===== src/logic/pfr_map.vh =====
// Register map, field positions and reset values of the peripheral flag block
`ifndef PFR_MAP_VH
`define PFR_MAP_VH
`define PFR_ADDR_FLAGS 12'h000
`define PFR_ADDR_ENABLE 12'h004
`define PFR_ADDR_CTRL 12'h008
`define PFR_ADDR_IRQ_STATUS 12'h00c
`define PFR_ADDR_IRQ_MASK 12'h010
`define PFR_BIT_TIMER_A 0
`define PFR_BIT_TIMER_B 1
`define PFR_BIT_CAPCOMP 2
`define PFR_BIT_SYNC 3
`define PFR_BIT_TX 4
`define PFR_BIT_RX 5
`define PFR_BIT_CONV 6
`define PFR_BIT_GIE 7
`define PFR_FLAGS_RESET 8'h00
`define PFR_SW_CLEAR_MASK 8'h4f
`define PFR_IMPL_MASK 8'h7f
`define PFR_ENABLE_RESET 8'h00
`define PFR_CTRL_RESET 8'h00
`define PFR_MASK_RESET 8'h00
`endif


===== src/logic/pfr_sync.v =====
// Two flip-flop synchroniser for a bus of pin-level inputs
`timescale 1ns/1ps
`default_nettype none
module pfr_sync #(
   parameter WIDTH = 8
) (
   input wire clk,
   input wire reset_n,
   input wire [WIDTH-1:0] async_in,
   output reg [WIDTH-1:0] sync_out
);
   reg [WIDTH-1:0] meta_q;
   always @(posedge clk) begin
      if (!reset_n) begin
         meta_q <= {WIDTH{1'b0}};
         sync_out <= {WIDTH{1'b0}};
      end else begin
         meta_q <= async_in;
         sync_out <= meta_q;
      end
   end
endmodule
`default_nettype wire


===== src/logic/pfr_sticky.v =====
// Sticky event flag where a set beats a simultaneous clear
`timescale 1ns/1ps
`default_nettype none
module pfr_sticky #(
   parameter WIDTH = 8
) (
   input wire clk,
   input wire reset_n,
   input wire [WIDTH-1:0] set,
   input wire [WIDTH-1:0] clear,
   output reg [WIDTH-1:0] flag_q
);
   always @(posedge clk) begin
      if (!reset_n) begin
         flag_q <= {WIDTH{1'b0}};
      end else begin
         // Set wins so an event landing on the clear cycle is kept
         flag_q <= set | (flag_q & ~clear);
      end
   end
endmodule
`default_nettype wire


===== src/logic/pfr_flag_reg.v =====
// Peripheral interrupt request flag register 1 with APB access
//
// What this block does
// - Each flag is set by its event whatever the source enables and the global enable at control bit 7 say.
// - Bit 7 of the flag register is unimplemented and always reads zero.
// - Bit 6 sets on a finished conversion and stays set until software clears it.
// - Bit 5 follows the receive buffer being full, clears when that buffer is read, and ignores writes.
// - Bit 3 sets when a synchronous serial transfer completes and stays set until software clears it.
// - Bit 2 sets on a capture or a compare match of unit 1 and stays set until software clears it.
// - Bit 1 sets when timer B matches its period and stays set until software clears it.
// - Bit 0 reads zero while no timer A overflow has happened since the last clear.
//
// Local design decisions: the APB register port and the placing of the registers.
`timescale 1ns/1ps
`default_nettype none
`include "pfr_map.vh"
module pfr_flag_reg (
   input wire clk,
   input wire reset_n,
   input wire psel,
   input wire penable,
   input wire pwrite,
   input wire [11:0] paddr,
   input wire [31:0] pwdata,
   input wire [3:0] pstrb,
   output reg [31:0] prdata,
   output wire pready,
   output wire pslverr,
   input wire conv_done,
   input wire rx_buffer_full,
   input wire tx_buffer_empty,
   input wire sync_serial_done,
   input wire capcomp_event,
   input wire timer_b_match,
   input wire timer_a_overflow,
   output wire [7:0] flag_out,
   output wire peripheral_irq,
   output wire irq_out
);
   // Event pulses and levels come from peripheral logic on clk; the buffer
   // levels are treated as pins and pass the synchroniser
   wire [1:0] buf_sync;
   reg [1:0] buf_q;
   wire [7:0] flag_q;
   reg [7:0] flag_set;
   reg [7:0] flag_clr;
   reg [7:0] enable_q;
   reg [7:0] ctrl_q;
   wire [7:0] irq_status_q;
   reg [7:0] irq_mask_q;
   reg [7:0] flag_prev_q;
   reg [7:0] status_clr;
   reg [7:0] read_mux;
   reg addr_ok;
   wire setup_ok;
   wire wr_acc;
   wire rd_acc;

   function [7:0] pfr_wmask;
      input [7:0] data;
      input [7:0] mask;
      begin
         pfr_wmask = data & mask;
      end
   endfunction

   pfr_sync #(
      .WIDTH(2)
   ) u_sync (
      .clk(clk),
      .reset_n(reset_n),
      .async_in({rx_buffer_full, tx_buffer_empty}),
      .sync_out(buf_sync)
   );

   always @(posedge clk) begin
      if (!reset_n) begin
         buf_q <= 2'h0;
      end else begin
         buf_q <= buf_sync;
      end
   end

   assign setup_ok = psel & penable;
   assign wr_acc = setup_ok & pwrite & pstrb[0];
   assign rd_acc = setup_ok & ~pwrite;

   always @* begin
      addr_ok = 1'b0;
      if (paddr == `PFR_ADDR_FLAGS) begin
         addr_ok = 1'b1;
      end else if (paddr == `PFR_ADDR_ENABLE) begin
         addr_ok = 1'b1;
      end else if (paddr == `PFR_ADDR_CTRL) begin
         addr_ok = 1'b1;
      end else if (paddr == `PFR_ADDR_IRQ_STATUS) begin
         addr_ok = 1'b1;
      end else if (paddr == `PFR_ADDR_IRQ_MASK) begin
         addr_ok = 1'b1;
      end
   end

   assign pready = 1'b1;
   assign pslverr = setup_ok & ~addr_ok;

   // Flag set and clear terms; enables never gate a set
   always @* begin
      flag_set = 8'h00;
      flag_clr = 8'h00;
      flag_set[`PFR_BIT_CONV] = conv_done;
      flag_set[`PFR_BIT_SYNC] = sync_serial_done;
      flag_set[`PFR_BIT_CAPCOMP] = capcomp_event;
      flag_set[`PFR_BIT_TIMER_B] = timer_b_match;
      flag_set[`PFR_BIT_TIMER_A] = timer_a_overflow;
      // Software writes only clear; writing one to a sticky flag is left out
      // so a test cannot fake an event
      if (wr_acc && paddr == `PFR_ADDR_FLAGS) begin
         flag_clr = pfr_wmask(~pwdata[7:0], `PFR_SW_CLEAR_MASK);
      end
      // Buffer flags are levels, not sticky: they follow the buffer state
      flag_set[`PFR_BIT_RX] = buf_q[1];
      flag_set[`PFR_BIT_TX] = buf_q[0];
      flag_clr[`PFR_BIT_RX] = ~buf_q[1];
      flag_clr[`PFR_BIT_TX] = ~buf_q[0];
   end

   pfr_sticky #(
      .WIDTH(7)
   ) u_flags (
      .clk(clk),
      .reset_n(reset_n),
      .set(flag_set[6:0]),
      .clear(flag_clr[6:0]),
      .flag_q(flag_q[6:0])
   );

   assign flag_q[7] = 1'b0;
   assign flag_out = flag_q;

   always @(posedge clk) begin
      if (!reset_n) begin
         enable_q <= `PFR_ENABLE_RESET;
         ctrl_q <= `PFR_CTRL_RESET;
         irq_mask_q <= `PFR_MASK_RESET;
      end else if (wr_acc) begin
         if (paddr == `PFR_ADDR_ENABLE) begin
            enable_q <= pfr_wmask(pwdata[7:0], `PFR_IMPL_MASK);
         end else if (paddr == `PFR_ADDR_CTRL) begin
            ctrl_q <= pwdata[7:0];
         end else if (paddr == `PFR_ADDR_IRQ_MASK) begin
            irq_mask_q <= pfr_wmask(pwdata[7:0], `PFR_IMPL_MASK);
         end
      end
   end

   // Request to the core only gated here; flags themselves are ungated
   assign peripheral_irq = ctrl_q[`PFR_BIT_GIE] & |(flag_q & enable_q);

   // Status records rising edges of flags; read of the status clears it
   always @(posedge clk) begin
      if (!reset_n) begin
         flag_prev_q <= `PFR_FLAGS_RESET;
      end else begin
         flag_prev_q <= flag_q;
      end
   end

   // Clear only what the read reported in prdata at setup; an edge that lands
   // in the access phase stays pending instead of being lost
   always @* begin
      status_clr = 8'h00;
      if (rd_acc && paddr == `PFR_ADDR_IRQ_STATUS) begin
         status_clr = prdata[7:0];
      end
   end

   pfr_sticky #(
      .WIDTH(8)
   ) u_status (
      .clk(clk),
      .reset_n(reset_n),
      .set(flag_q & ~flag_prev_q),
      .clear(status_clr),
      .flag_q(irq_status_q)
   );

   assign irq_out = |(irq_status_q & irq_mask_q);

   always @* begin
      read_mux = 8'h00;
      if (paddr == `PFR_ADDR_FLAGS) begin
         read_mux = flag_q;
      end else if (paddr == `PFR_ADDR_ENABLE) begin
         read_mux = enable_q;
      end else if (paddr == `PFR_ADDR_CTRL) begin
         read_mux = ctrl_q;
      end else if (paddr == `PFR_ADDR_IRQ_STATUS) begin
         read_mux = irq_status_q;
      end else if (paddr == `PFR_ADDR_IRQ_MASK) begin
         read_mux = irq_mask_q;
      end
   end

   // Read data registered on the setup cycle so it is stable in the access phase
   always @(posedge clk) begin
      if (!reset_n) begin
         prdata <= 32'h00000000;
      end else if (psel && !penable && !pwrite) begin
         prdata <= {24'h000000, read_mux};
      end
   end
endmodule
`default_nettype wire


===== config.mk =====
export PLATFORM = sky130hd
export DESIGN_NAME = pfr_flag_reg
export DESIGN_NICKNAME = d
export VERILOG_FILES = /design/src/logic/pfr_sync.v /design/src/logic/pfr_sticky.v /design/src/logic/pfr_flag_reg.v
export VERILOG_INCLUDE_DIRS = /design/src /design/src/logic
export SDC_FILE = /design/constraint.sdc
export NUM_CORES = 1
export LEC_CHECK = 0
export ABC_AREA = 0
export BUFFER_PORTS_ARGS = -buffer_cell sky130_fd_sc_hd__buf_2
export CORE_ASPECT_RATIO = 0.7
export CORE_MARGIN = 2
export CORE_UTILIZATION = 51
export CTS_BUF_LIST = sky130_fd_sc_hd__clkbuf_8
export DETAILED_ROUTE_END_ITERATION = 8
export PLACE_DENSITY = 0.82
export SLEW_MARGIN = 15
export SYNTH_ARGS = -nofsm -noshare
export SYNTH_HDL_FRONTEND = slang
export SYNTH_SLANG_ARGS = --single-unit

===== constraint.sdc =====
create_clock -name clk -period 2.4 [get_ports clk]
set_clock_uncertainty 0.15 [all_clocks]
set_input_delay 0.48 -clock clk [delete_from_list [all_inputs] [get_ports clk]]
set_output_delay 0.48 -clock clk [all_outputs]
set_load 0.03 [all_outputs]

==> impl_metrics.csv <==
group,metric,value,unit
cts,cts_inserted_buffers,9,
timing,fin_ws,0.158,ns
global_routing,grt_max_degree,46,
worst_setup_path,reg2reg_from,"u_flags.flag_q[2]",
timing,fin_crit,2.24,ns
global_routing,grt_pass1_vias,2282,
timing,slew_headroom,55.3,%
worst_setup_path,crit_required,1.77,ns
cts,htree_levels,3,
worst_setup_path,cp_top_family,"simple AND/OR/NAND/NOR gates",
cts,cts.root.buffer_cell,"clkbuf_8",
worst_setup_path,critPathBufInv,2,
place,placed_area,3050,sq um
cts,cts_setup_buffers,0,
outcome,status,"complete, no violations",
worst_setup_path,cp.arrival,1.61,ns
cts,cts_num_sinks,58,
floorplan,fp.dieW,92.3,um
worst_setup_path,path_depth,5,
worst_setup_path,worstSetupEndpointType,"primary output",
power_and_ir_drop,max-vdd-ir-drop,0.480,mV
worst_setup_path,slowest_stage,"or4_4",
finish,syn_to_final_growth,16.9,%
route,drt-initial-drc-count,251,
synthesis,ys_seq_area_share,41.7,%
power_and_ir_drop,p_total,2.23,mW
route,vias,2508,
worst_setup_path,cp_slowest_stage_delay,0.56,ns
worst_hold_path,hold_class,"in -> reg",
finish,drive_above_1_share,23.6,%
finish,final_nets,424,
worst_setup_path,path_class,"in -> out",
place,io_buffers,50,
synthesis,synthFlopType,"dfxtp_1",
timing,drv_slew,0,
timing,setup_tns,0,ns
route,post_drt_wl_per_cell,16.3,um
finish,diodes,0,
worst_setup_path,crit_top_cell,"buf_2",
worst_hold_path,min_path_cells,2,
synthesis,postSynthCellCount,308,
timing,rsz0062_at_grt,"false",
power_and_ir_drop,powerDensity,685,nW/um^2
floorplan,initial_core_util,52.9,%
synthesis,async_flop_share,0,%
timing,finalSetupViolCount,0,
worst_setup_path,crit_start,"paddr[0]",
global_routing,grt_overflow,0,
floorplan,die_h,65.8,um
floorplan,num_io_pins,104,
cts,cts_max_path_buffers,2,
finish,final_area,3250,sq um
worst_setup_path,crit_path_cell_trace,"buf_2 -> or4_4 -> nor3_2 -> a21oi_1 -> buf_2",
timing,post-route-period-util,93.4,%
global_routing,antenna_found_initial,0,
floorplan,die-area,6070,sq um
floorplan,row_count,22,
synthesis,synth_area,2780,sq um
worst_setup_path,cp_max_fo,3,
worst_hold_path,hold_start,"tx_buffer_empty",
synthesis,ys_types,35,
worst_setup_path,critPathLaunchType,"input pin",
power_and_ir_drop,power.leakage,1.49,nW
finish,postLayoutCoreUtil,61.9,%
synthesis,synth_edf_count,0,
cts,worst_skew_pair.late_latency,0.35,ns
timing,fmax,0.446,GHz
global_routing,grt_usage,25.0,%
worst_setup_path,r2r_cells,4,
place,gp_congestion,0.905,
route,drt_first_pass_iters,5,
flow_run,max-cap-violations,0,
floorplan,coreArea,5260,sq um
global_routing,grt_pass1_wl,11400,um
synthesis,synth_warnings,0,
place,dp_hpwl,5260,um
timing,hold_viol_final,0,
place,pre_cts_ws,0.154,ns
route,vias_per_cell,5.70,
finish,final_common_cell,"dfxtp_1",
finish,layout_common_cells,"dfxtp_1, buf_2, nand2_1",
cts,cts_hold_buf,0,
route,drc,0,
cts,path_clk_slew,0.07,ns
route,ant_nets,0,
synthesis,ys_ff_latch,58,
cts,cts_tree,"done",
synthesis,avgSynthCellArea,9.03,sq um
timing,worst_pin_slew,0.671,ns
cts,cts_resized,0,
route,routed_wl,7190,um
==> Yosys cell counts, types with 4 or more instances <==
cell type	count	area, sq um
dfxtp_1	58	1160
nand2_1	34	128
o21ai_0	28	140
buf_4	27	203
mux2i_1	22	220
a31oi_1	16	100
nor2b_1	16	100
and2_1	15	93.8
clkbuf_1	13	48.8
nand2b_1	8	50.1
nand4_1	8	50.1
a211o_1	7	61.3
a32o_1	7	70.1
o211ai_1	7	52.6
a21oi_1	6	30.0
nor3_1	5	25.0
a22oi_1	4	30.0
nor2_1	4	15.0
==> stage by stage <==
stage                     cells  hold slack [ns]
final                       440            0.185
after global routing        440            0.177
after CTS                   440            0.179
after detailed placement    425            0.273
after global placement      425            0.263
after floorplan             332            0.262
==> cell families after synthesis <==
| family | count (synthesis) | share of synthesized area, % |
|---|---|---|
| muxes | 22 | 7.91 |
| other | 2 | 0.270 |
| and+or+nand+nor | 103 | 21.6 |
| DFF | 58 | 41.7 |
| buffers and inverters | 45 | 10.0 |
| AOI/OAI and AO/OA | 78 | 18.5 |
==> worst register-to-register path, cell delays in order (launching register included) <==
cell and delay [ns]:
dfxtp_1 0.35, buf_4 0.16, nor2b_1 0.18, o21ai_0 0.09
a31oi_1 0.18
==> layer usage <==
metal | track usage [%] | routed length (um) | vias up
met5 | 0 | 0 | -
met4 | 5.60 | 48 | 0
met3 | 10.7 | 780 | 9
met2 | 39.1 | 3250 | 129
met1 | 32.2 | 3100 | 1204
li1 | - | - | 1166
==> where the power goes <==
group	internal (mW)	total [mW]	switching (mW)
Combinational	0.0743	0.253	0.179
Clock	0.572	0.963	0.391
Sequential	0.991	1.01	0.0208
Total	1.64	2.23	0.591
==> final cells by class <==
class / instances / area, sq um
Fill cell: 475 / 2000
Multi-Input combinational cell: 229 / 1430
Sequential cell: 58 / 1160
Timing Repair Buffer: 64 / 355
Clock buffer: 9 / 124
Tap cell: 72 / 90.1
Clock inverter: 6 / 82.6
Inverter: 2 / 7.51
==> sequential cells by signal, indices dropped and copies added (netlist names) <==
name,flops
u_status.flag_q,8
prdata,8
ctrl_q,8
enable_q,7
irq_mask_q,7
flag_prev_q,7
u_sync.meta_q,2
u_sync.sync_out,2
buf_q,2
u_flags.flag_q,7
==> path summary, 6_finish.rpt <==
| path | end | slack, ns |
|---|---|---|
| worst max register to register | u_status.flag_q[2] | 1.21 |
| worst min register to register | u_status.flag_q[7] | 0.28 |
| worst min-delay path | u_sync.meta_q[0] | 0.19 |
| worst max-delay path | pslverr | 0.16 |
(Power assumes the default switching activity.)
